==> config.mk <==
export PLATFORM = sky130hd
export DESIGN_NAME = pwm_channel_value_update
export DESIGN_NICKNAME = d
export VERILOG_FILES = /design/src/verilog/pwm_update_pkg.sv /design/src/verilog/pwm_channel_value_update.sv
export SDC_FILE = /design/constraint.sdc
export NUM_CORES = 1
export LEC_CHECK = 0
export BUFFER_PORTS_ARGS = -buffer_cell sky130_fd_sc_hd__buf_2
export CORE_UTILIZATION = 25
export CTS_BUF_LIST = sky130_fd_sc_hd__clkbuf_4 sky130_fd_sc_hd__clkbuf_8
export CTS_CLUSTER_DIAMETER = 60
export DETAILED_ROUTE_END_ITERATION = 7
export GPL_TIMING_DRIVEN = 0
export PLACE_DENSITY = 0.45
export SYNTH_ARGS = -nofsm -noshare
export SYNTH_HDL_FRONTEND = slang
export SYNTH_SLANG_ARGS = --single-unit
==> constraint.sdc <==
create_clock -name clk -period 4.83 [get_ports clk]
set_input_delay 0.2415 -clock clk [delete_from_list [all_inputs] [get_ports clk]]
set_output_delay 0.2415 -clock clk [all_outputs]
set_load 0.01 [all_outputs]
==> src/verilog/pwm_update_pkg.sv <==
// Constants shared by the channel value update block: register map, fields and reset values.
package pwm_update_pkg;
	localparam logic [7:0]  OFS_STATUS_CONTROL = 8'h00;
	localparam logic [7:0]  OFS_MODULO_LOW     = 8'h04;
	localparam logic [7:0]  OFS_MODULO_HIGH    = 8'h08;
	localparam logic [7:0]  OFS_COMPARE_LOW    = 8'h0C;
	localparam logic [7:0]  OFS_COMPARE_HIGH   = 8'h10;
	localparam logic [7:0]  OFS_COUNTER        = 8'h14;
	localparam logic [7:0]  OFS_STATE          = 8'h18;
	localparam int          POS_CLOCK_SOURCE   = 0;
	localparam int          POS_CENTER_ALIGNED = 2;
	localparam int          POS_ACTIVE_LOW     = 3;
	localparam int          POS_ST_DEBUG       = 0;
	localparam int          POS_ST_OUTPUT      = 1;
	localparam int          POS_ST_COUNT_UP    = 2;
	localparam int          POS_ST_PENDING     = 3;
	localparam logic [1:0]  RESET_CLOCK_SOURCE = 2'h0;
	localparam logic [15:0] RESET_MODULO       = 16'h0000;
	localparam logic [15:0] RESET_COMPARE      = 16'h0000;
	localparam logic [15:0] FREE_RUN_TOP       = 16'hFFFF;
	localparam logic [15:0] FREE_RUN_ALT       = 16'h0000;
	localparam logic [1:0]  HTRANS_NONSEQ      = 2'h2;
endpackage : pwm_update_pkg

==> src/verilog/pwm_channel_value_update.sv <==
// Timer counter with buffered channel compare value and edge or center-aligned output.
//
// Function
// - Edge mode, clock on: load buffered value after both bytes, at modulo-1 to modulo.
// - Center mode, clock on: load buffered value after both bytes, at modulo-1 to modulo.
// - Free-running counter: load at counter step from FFFE to FFFF.
// - Center mode: compare value equal to modulo gives full duty.
// - Center mode: compare value of modulo minus one gives nearly full duty.
// - Center mode: change from zero takes effect only at a new period.
// - Center mode: change to zero finishes current period with old duty.
// - In debug, a status/control write clears partial modulo byte state.
// - Center mode counts up to modulo, then down to zero, repeating.
// - Center mode: active on down-count match, inactive on up-count match.
// - Edge mode period is modulo plus one ticks; compare sets the transition.
// - Modulo of 0000 or FFFF makes the counter free-running over 16 bits.
`timescale 1ns/1ns
module pwm_channel_value_update
	import pwm_update_pkg::*;
(
	// Clock and reset.
	input  wire logic        clk,
	input  wire logic        nrst,
	// AHB-Lite slave.
	input  wire logic        hsel,
	input  wire logic [7:0]  haddr,
	input  wire logic [1:0]  htrans,
	input  wire logic        hwrite,
	input  wire logic [2:0]  hsize,
	input  wire logic [31:0] hwdata,
	input  wire logic        hready,
	output logic      [31:0] hrdata,
	output logic             hreadyout,
	output logic             hresp,
	// Processor state and channel pin.
	input  wire logic        background_debug_state,
	output logic             channel_out
);
	logic [1:0]  counter_clock_source_select;
	logic        center_aligned;
	logic        active_low;
	logic [15:0] counter_modulo_value;
	logic [15:0] modulo_buffer;
	logic [1:0]  modulo_seen;
	logic [15:0] channel_compare_value;
	logic [15:0] compare_buffer;
	logic [1:0]  compare_seen;
	logic        compare_pending;
	logic [15:0] count;
	logic        count_up;
	logic        pwm_active;
	logic        dp_write;
	logic [7:0]  dp_addr;
	logic        addr_taken;
	logic        running;
	logic        tick;
	logic        free_run;
	logic [15:0] limit;
	logic        at_top;
	logic        load_compare;
	logic        compare_done;
	logic        wr_ctrl;
	logic        wr_mod_lo;
	logic        wr_mod_hi;
	logic        wr_cmp_lo;
	logic        wr_cmp_hi;
	logic [31:0] next_rdata;

	assign hreadyout = 1'b1;
	assign hresp     = 1'b0;
	assign addr_taken = hsel && hready && (htrans == HTRANS_NONSEQ);

	// Address phase is captured so the write lands in the following data phase.
	always_ff @(posedge clk or negedge nrst) begin
		if (!nrst) begin
			dp_write <= 1'b0;
			dp_addr  <= 8'h00;
		end else begin
			dp_write <= addr_taken && hwrite;
			dp_addr  <= haddr;
		end
	end

	assign wr_ctrl   = dp_write && (dp_addr == OFS_STATUS_CONTROL);
	assign wr_mod_lo = dp_write && (dp_addr == OFS_MODULO_LOW);
	assign wr_mod_hi = dp_write && (dp_addr == OFS_MODULO_HIGH);
	assign wr_cmp_lo = dp_write && (dp_addr == OFS_COMPARE_LOW);
	assign wr_cmp_hi = dp_write && (dp_addr == OFS_COMPARE_HIGH);

	// Byte registers read back the active value, never the half-written buffer,
	// so software always sees what the counter really compares against.
	always_comb begin
		next_rdata = 32'h0000_0000;
		case (haddr)
			OFS_STATUS_CONTROL: begin
				next_rdata[POS_CLOCK_SOURCE +: 2] = counter_clock_source_select;
				next_rdata[POS_CENTER_ALIGNED]    = center_aligned;
				next_rdata[POS_ACTIVE_LOW]        = active_low;
			end
			OFS_MODULO_LOW:   next_rdata[7:0] = counter_modulo_value[7:0];
			OFS_MODULO_HIGH:  next_rdata[7:0] = counter_modulo_value[15:8];
			OFS_COMPARE_LOW:  next_rdata[7:0] = channel_compare_value[7:0];
			OFS_COMPARE_HIGH: next_rdata[7:0] = channel_compare_value[15:8];
			OFS_COUNTER:      next_rdata[15:0] = count;
			OFS_STATE: begin
				next_rdata[POS_ST_DEBUG]   = background_debug_state;
				next_rdata[POS_ST_OUTPUT]  = channel_out;
				next_rdata[POS_ST_COUNT_UP] = count_up;
				next_rdata[POS_ST_PENDING] = compare_pending;
			end
			default: next_rdata = 32'h0000_0000;
		endcase
	end

	// Read data is registered at the address phase so it stands for the data phase.
	always_ff @(posedge clk or negedge nrst) begin
		if (!nrst) begin
			hrdata <= 32'h0000_0000;
		end else if (addr_taken && !hwrite) begin
			hrdata <= next_rdata;
		end
	end

	always_ff @(posedge clk or negedge nrst) begin
		if (!nrst) begin
			counter_clock_source_select <= RESET_CLOCK_SOURCE;
			center_aligned              <= 1'b0;
			active_low                  <= 1'b0;
		end else if (wr_ctrl) begin
			counter_clock_source_select <= hwdata[POS_CLOCK_SOURCE +: 2];
			center_aligned              <= hwdata[POS_CENTER_ALIGNED];
			active_low                  <= hwdata[POS_ACTIVE_LOW];
		end
	end

	// Modulo takes effect once both bytes have been written, in either order.
	always_ff @(posedge clk or negedge nrst) begin
		if (!nrst) begin
			counter_modulo_value <= RESET_MODULO;
			modulo_buffer        <= RESET_MODULO;
			modulo_seen          <= 2'h0;
		end else begin
			if (wr_mod_lo) begin
				modulo_buffer[7:0] <= hwdata[7:0];
			end
			if (wr_mod_hi) begin
				modulo_buffer[15:8] <= hwdata[7:0];
			end
			if (wr_ctrl && background_debug_state) begin
				modulo_seen <= 2'h0;
			end else if ((modulo_seen | {wr_mod_hi, wr_mod_lo}) == 2'h3) begin
				modulo_seen          <= 2'h0;
				counter_modulo_value <= {wr_mod_hi ? hwdata[7:0] : modulo_buffer[15:8],
					wr_mod_lo ? hwdata[7:0] : modulo_buffer[7:0]};
			end else begin
				modulo_seen <= modulo_seen | {wr_mod_hi, wr_mod_lo};
			end
		end
	end

	assign running = (counter_clock_source_select != 2'h0);
	// Counting is suspended while the processor sits in debug.
	assign tick = running && !background_debug_state;
	assign free_run = (counter_modulo_value == FREE_RUN_ALT) ||
		(counter_modulo_value == FREE_RUN_TOP);
	assign limit = free_run ? FREE_RUN_TOP : counter_modulo_value;

	// Leaving center mode keeps the count where it stands, so the first edge-mode
	// period after a mode change may be short; stop the clock before switching.
	always_ff @(posedge clk or negedge nrst) begin
		if (!nrst) begin
			count    <= 16'h0000;
			count_up <= 1'b1;
		end else if (tick) begin
			if (!center_aligned) begin
				count_up <= 1'b1;
				count    <= (count >= limit) ? 16'h0000 : count + 16'h0001;
			end else if (count_up) begin
				if (count >= limit) begin
					count_up <= 1'b0;
					count    <= count - 16'h0001;
				end else begin
					count <= count + 16'h0001;
				end
			end else if (count == 16'h0000) begin
				count_up <= 1'b1;
				count    <= 16'h0001;
			end else begin
				count <= count - 16'h0001;
			end
		end
	end

	assign at_top = count_up && (count == limit - 16'h0001);
	assign compare_done = (compare_seen | {wr_cmp_hi, wr_cmp_lo}) == 2'h3;
	assign load_compare = compare_pending && (!running || (tick && at_top));

	always_ff @(posedge clk or negedge nrst) begin
		if (!nrst) begin
			compare_buffer        <= RESET_COMPARE;
			compare_seen          <= 2'h0;
			compare_pending       <= 1'b0;
			channel_compare_value <= RESET_COMPARE;
		end else begin
			if (wr_cmp_lo) begin
				compare_buffer[7:0] <= hwdata[7:0];
			end
			if (wr_cmp_hi) begin
				compare_buffer[15:8] <= hwdata[7:0];
			end
			compare_seen <= compare_done ? 2'h0 : (compare_seen | {wr_cmp_hi, wr_cmp_lo});
			// A completed write wins over a load in the same cycle.
			if (compare_done) begin
				compare_pending <= 1'b1;
			end else if (load_compare) begin
				compare_pending <= 1'b0;
			end
			if (load_compare) begin
				channel_compare_value <= compare_buffer;
			end
		end
	end

	always_comb begin
		if (center_aligned) begin
			pwm_active = (channel_compare_value >= limit) || (count < channel_compare_value);
		end else begin
			pwm_active = (count < channel_compare_value);
		end
	end

	always_ff @(posedge clk or negedge nrst) begin
		if (!nrst) begin
			channel_out <= 1'b0;
		end else begin
			channel_out <= pwm_active ^ active_low;
		end
	end
endmodule : pwm_channel_value_update

=== Yosys cells after proc, flatten, opt, wreduce, memory -nomap -nowiden ===
Index checks and enable logic that the tools add are counted.
W data, S select, Z words.

* Flip-flop bits (word level): 116
* Output and inout bits: 35
* Word-level logic and storage cells: 90

* $add $sub $neg: 3
* Order comparisons: 3
* Eq/ne operators: 15
* Mux-type cells: 21
* Bitwise gates (word level): 4
* Reduce and logical (&&, ||, !) cells: 27

{| class="wikitable"
|+ Operator list
! kind !! number
|-
| $mux W16 || 6
|-
| $eq A8 B4 Y1 const B || 4
|-
| $eq A8 B5 Y1 const B || 4
|-
| $ge A16 B16 Y1 || 2
|-
| $logic_not A16 Y1 || 2
|-
| $sub A16 B1 Y16 const B || 2
|-
| $pmux W4 S7 || 1
|-
| $mux W8 || 3
|-
| $pmux W4 S5 || 1
|-
| $add A16 B1 Y16 const B || 1
|-
| $eq A16 B16 Y1 || 1
|-
| $eq A16 B16 Y1 const B || 1
|-
| $eq A8 B3 Y1 const B || 2
|-
| $logic_not A8 Y1 || 2
|-
| $lt A16 B16 Y1 || 1
|-
| $logic_and A1 B1 Y1 || 14
|-
| $mux W1 || 7
|-
| $eq A2 B2 Y1 const B || 3
|-
| $mux W2 || 3
|-
| $or A2 B2 Y2 || 2
|-
| $reduce_bool A2 Y1 || 2
|-
| $logic_not A1 Y1 || 3
|-
| $logic_or A1 B1 Y1 || 3
|-
| $reduce_and A2 Y1 || 1
|-
| other kinds (2) || 2
|}

=== Logic depth before layout (Yosys ltp) ===
* Depth in word-level cells: 11
* Mapped depth: 19

=== Least setup slack after synthesis ===
OpenSTA, ideal clock, no wires.

* Path type: flip-flop to flip-flop
* From: reg counter_modulo_value[6]
* To: reg channel_compare_value[10]
* Library setup time: 0.125 ns
* Data arrival time: 4.068 ns
* Required time: 4.705 ns
* Setup slack: 0.637 ns
* Cell stages (with the launch flop): 18
* Buffers on the path: 4
* Path through: dfrtp_1 -> clkbuf_1 -> nand4_1 -> nor4_1 -> or2_0 -> buf_2 -> clkbuf_1 -> nor2_1 -> ha_1 -> nand2b_1 -> nor4_2 -> or4_1 -> a21o_1 -> a21oi_1 -> o2111ai_2 -> a21boi_4 -> buf_12 -> mux2_4

* Word-level cells in the longest chain between the ends: 9

{| class="wikitable"
|+ Ends and longest elaborated chain
! what !! line !! source
|-
| from (decl) || pwm_channel_value_update.sv:41 || <nowiki>logic [15:0] counter_modulo_value;</nowiki>
|-
| from (signal assigned) || pwm_channel_value_update.sv:152 || <nowiki>counter_modulo_value <= {wr_mod_hi ? hwdata[7:0] : modulo_buffer[15:8],</nowiki>
|-
| $eq A16 B16 Y1 or $logic_not A16 Y1 (tied branches) || pwm_channel_value_update.sv:164, pwm_channel_value_update.sv:163 ||
|-
| $logic_or A1 B1 Y1 || pwm_channel_value_update.sv:163 || <nowiki>assign free_run = (counter_modulo_value == FREE_RUN_ALT) ||</nowiki>
|-
| $mux W16 (*) || pwm_channel_value_update.sv:165 || <nowiki>assign limit = free_run ? FREE_RUN_TOP : counter_modulo_value;</nowiki>
|-
| $sub A16 B1 Y16 (*) || pwm_channel_value_update.sv:193 || <nowiki>assign at_top = count_up && (count == limit - 16'h0001);</nowiki>
|-
| $eq A16 B16 Y1 (*) || pwm_channel_value_update.sv:193 ||
|-
| $logic_and A1 B1 Y1 (*) || pwm_channel_value_update.sv:193 ||
|-
| $logic_and A1 B1 Y1 (*) || pwm_channel_value_update.sv:195 || <nowiki>assign load_compare = compare_pending && (!running || (tick && at_top));</nowiki>
|-
| $logic_or A1 B1 Y1 (*) || pwm_channel_value_update.sv:195 ||
|-
| $logic_and A1 B1 Y1 (*) || pwm_channel_value_update.sv:195 ||
|-
| to (signal assigned) || pwm_channel_value_update.sv:218 || <nowiki>channel_compare_value <= compare_buffer;</nowiki>
|-
| to (decl) || pwm_channel_value_update.sv:44 || <nowiki>logic [15:0] channel_compare_value;</nowiki>
|}

Every way passes the cells marked *; elsewhere a longest branch is shown, timed or not.
A chain may end at the register's enable or synchronous reset.

=== Worst setup path after layout ===
* From: reg counter_modulo_value[14]
* To: reg channel_compare_value[4]

Same word-level chain as after synthesis.

==> Flow_metrics.wiki <==
{| class="wikitable"
! Metric !! Value
|-
| Drt first-iter violations || 425
|-
| Netlist cell types || 72
|-
| Number of I/O pins || 86
|-
| HPWL after detailed placement || 17900 µm
|-
| Data required time at the worst endpoint || 5.18 ns
|-
| Overall die width || 176 µm
|-
| Final setup fails || 0
|-
| Net switching power of the design || 0.000725 W
|-
| Delay-heaviest family, CP || simple AND/OR/NAND/NOR gates
|-
| GRT overflow || 0
|-
| Mapped Area || 7610 µm²
|-
| Signal arrival time at the worst endpoint || 4.92 ns
|-
| Combinational cell fraction of total power || 12.9%
|-
| Layout overhead on the synthesized area || 17.7%
|-
| Placed inst area || 8390 µm²
|-
| Final Hold Viols || 0
|-
| Post-route DRC || 0
|-
| Average cell area after synthesis || 9.94 µm²
|-
| Clock transition time at the flip-flop clock pins of the worst setup and hold paths || 0.09 ns
|-
| Final standard cell area without fillers || 8960 µm²
|-
| Starting density of the core || 25.5%
|-
| Max rail drop VDD || 151 µV
|-
| Power density over cell area || 260 nW/µm²
|-
| Worst-case hold slack || 0.0393 ns
|-
| Master cell of the clock root buffer || clkbuf_8
|-
| Die height || 176 µm
|-
| Setup tns final || 0 ns
|-
| Total wire length after detailed routing || 24600 µm
|-
| Chain of cells forming the critical path || nand4_1 -> nor4_4 -> or2_0 -> buf_2 -> clkbuf_4 -> nor2_2 -> ha_1 -> nand2b_1 -> nor4_2 -> or4_1 -> a21o_1 -> a21oi_1 -> o2111ai_2 -> a21boi_4 -> buf_4 -> mux2_2
|-
| Net switching share of the total power || 31.1%
|-
| Commonest register cell after synthesis || dfrtp_1
|-
| Period utilization || 94.6%
|-
| Slew of the pin with the lowest slew margin || 0.896 ns
|-
| Die area || 31100 µm²
|-
| CTS tree || built
|-
| Synthesis Warnings || 0
|-
| Total vias in the final route || 6295
|-
| Area inside the core boundary || 29800 µm²
|-
| Type of destination of the critical path || register
|-
| Biggest cell delay along the critical path || 0.66 ns
|-
| Worst Setup Path Type || register to register
|-
| Clock sink total || 116
|-
| Count of flip-flops with a built-in enable after synthesis || 0
|-
| Count of TritonRoute iterations in the first routing pass || 6
|-
| Master of the slowest instance on the critical path || dfrtp_1
|-
| Worst-case clock skew || 0.0245 ns
|-
| Seq pwr share || 45.2%
|-
| Unrepaired setup endpoints after global routing || no
|-
| Number of placement rows || 63
|-
| Final estimated routing congestion in global placement || 0.884
|-
| Share of power burned in the clock network || 41.9%
|-
| Flip-flop and latch count after synthesis || 116
|-
| Slew Limit Headroom || 39.8%
|-
| Highest attainable clock frequency || 0.219 GHz
|-
| Vias/cell || 5.01
|-
| Result of the run || finished, final reports clean
|-
| Total global-route track usage || 16.4%
|-
| Part of the Yosys area used for sequential elements || 38.2%
|-
| Number of buffers created by CTS || 17
|-
| Peak fanout along the critical path || 10
|-
| Insertion delay to the later sink of the worst-skew pair || 0.46 ns
|-
| Share of flip-flops with an asynchronous set or reset after synthesis || 100%
|-
| Per-cell routed wire length || 19.6 µm
|-
| WP buf/inv || 3
|-
| Final count of pins violating max slew || 0
|-
| Classification of the worst-slack hold path || input pin to register
|-
| Static leakage power || 4.05 nW
|-
| Time the worst path needs with I/O delays and setup || 4.57 ns
|-
| Number of antenna violations at the first check in global routing || 1
|-
| Port bufs || 40
|-
| First-pass GRT wire length || 37800 µm
|-
| Level count of the clock H-tree || 4
|-
| Via count of the first global-routing pass || 6160
|-
| Number of antenna diodes || 0
|-
| Post-route antenna net violation count || 0
|-
| Gate count of the mapped netlist || 765
|-
| Sort of element at the start of the critical path || register
|-
| Layout Nets || 955
|-
| Share of post-route cells with drive strength above 1 || 23.8%
|-
| MaxCap Viol Count || 0
|-
| Final core utilization || 30.1%
|-
| Clock buffer depth || 2
|-
| Design internal power || 0.00161 W
|-
| Largest net degree at the start of global routing || 93
|}
[metal layers]
layer,track usage (%),part of all wire [%]
met5,0,0
met3,2.86,4.4
met2,26.7,47
met4,4.74,1.6
met1,22.1,47
[cells in the mapped netlist (5+ instances only)]
cell type / number / share of area [%]
a211o_1: 5 / 0.58
a31oi_1: 10 / 0.82
o21a_1: 6 / 0.59
clkbuf_1: 38 / 1.9
dfrtp_1: 115 / 38
a22o_1: 17 / 2.0
xor2_1: 10 / 1.2
buf_2: 9 / 0.59
mux2_4: 10 / 2.0
nor3b_1: 6 / 0.59
nand4_1: 14 / 1.2
a221oi_1: 9 / 1.0
nand2_1: 39 / 1.9
a22oi_1: 10 / 0.99
nor2_1: 53 / 2.6
o211ai_1: 5 / 0.49
a222oi_1: 5 / 0.66
xnor2_1: 11 / 1.3
inv_1: 26 / 1.3
nor3_1: 23 / 1.5
nor4_1: 11 / 0.90
or3_1: 8 / 0.66
mux2_2: 63 / 9.3
ha_1: 51 / 8.4
a21oi_1: 24 / 1.6
nand2b_1: 9 / 0.74
buf_4: 18 / 1.8
and3_1: 12 / 0.99
or4_1: 8 / 0.79
nand3_1: 15 / 0.99
o21ai_0: 29 / 1.9
a21o_1: 20 / 2.0
nor2b_1: 14 / 1.2
[placed cells by master, fill, tap and decap left out, types with 10 or more instances in the layout]
master | synthesis | layout
mux2_2 | 63 | 63
xnor2_1 | 11 | 11
inv_1 | 26 | 26
and3_1 | 12 | 12
a21o_1 | 20 | 20
buf_4 | 18 | 21
conb_1 | 2 | 18
a22o_1 | 17 | 17
clkbuf_8 | 0 | 17
nand4_1 | 14 | 14
clkbuf_1 | 38 | 33
ha_1 | 51 | 51
a22oi_1 | 10 | 10
buf_2 | 9 | 49
nor2b_1 | 14 | 14
dfrtp_1 | 115 | 114
a21oi_1 | 24 | 23
o21ai_0 | 29 | 29
nand3_1 | 15 | 15
nor3_1 | 23 | 23
nand2_1 | 39 | 39
mux2_4 | 10 | 10
xor2_1 | 10 | 10
nor2_1 | 53 | 52
[through the flow]
stage,power (W),instances,setup WS [ns]
2_1_floorplan,0.00124,781,0.637
3_3_place_gp,0.00136,1211,-0.803
3_5_place_dp,0.00136,1212,-0.804
4_1_cts,0.00236,1253,0.0296
5_1_grt,0.00244,1256,0.00993
6_report,0.00233,1256,0.259
[state kept, by name (all words and copies together) (netlist names)]
name                         flops
dp_write                         1
compare_buffer                  16
counter_clock_source_select      2
modulo_seen                      2
modulo_buffer                   16
compare_seen                     2
center_aligned                   1
compare_pending                  1
count_up                         1
hrdata                          16
dp_addr                          8
active_low                       1
counter_modulo_value            16
count                           16
channel_compare_value           16
channel_out                      1
[worst paths after layout]
check / endpoint / slack, ns / cells past startpoint / from
setup / recovery: channel_compare_value[4]$_DFFE_PN0P_ / 0.26 / 16 / counter_modulo_value[14]$_DFFE_PN0P_
hold / removal: dp_write$_DFF_PN0_ / 0.04 / 3 / hwrite
setup reg to reg: channel_compare_value[4]$_DFFE_PN0P_ / 0.26 / 16 / counter_modulo_value[14]$_DFFE_PN0P_
hold reg to reg: modulo_seen[1]$_DFF_PN0_ / 0.47 / 1 / modulo_seen[0]$_DFF_PN0_
max in group asynchronous: hrdata[6]$_DFFE_PN0P_ / 3.87 / 3 / nrst
min in group asynchronous: modulo_buffer[5]$_DFF_PN0_ / 0.20 / 2 / nrst
[timing repair]
action / CTS / global route
resized for setup: 5 / 13
setup endpoints to repair: 32 / 27
hold endpoints to repair: 32 / 0
hold buffers: 9 / 0
setup buffers: 0 / 3
pin swaps: 0 / 2
[cell type report]
type                    count  area, µm²
multi-input cells         569       4330
fillers                  3133      20800
plain buffers              70        389
flip-flops and latches    116       2910
inverters                  26       97.6
clock buffers              17        234
clock inverters            15        169
repair buffers             53        347
well taps                 390        488
[logic make-up (layout without fill, tap and decap cells)]
family | after synthesis | count (layout) | share of synthesized area (%)
DFF | 116 | 116 | 38.2
other | 2 | 18 | 0.0987
adders and majority gates | 51 | 51 | 8.39
buffers and inverters | 96 | 181 | 6.28
AOI/OAI and AO/OA | 171 | 171 | 16.4
xor gates and xnor gates | 21 | 21 | 2.42
muxes | 76 | 76 | 11.7
and+or+nand+nor | 232 | 232 | 16.5
[worst register-to-register path, delay by kind of cell, from the launching register on]
family | cells | cell delay, ns
AND/OR/NAND/NOR | 7 | 1.67
AO/OA/AOI/OAI | 4 | 0.95
flip-flops | 1 | 0.66
buffers and inverters | 3 | 0.62
multiplexers | 1 | 0.32
adder cells (fa/ha/maj) | 1 | 0.28
[power by group through the flow]
stage	clock, W	sequential, W	combinational (W)
4_1_cts	0.00101	0.00105	0.000298
3_5_place_dp	0	0.00107	0.000291
5_1_grt	0.00105	0.00106	0.000334
3_3_place_gp	0	0.00107	0.000286
6_report	0.000978	0.00105	0.000300
2_1_floorplan	0	0.00106	0.000181
Power figures use the tool's default switching activity.
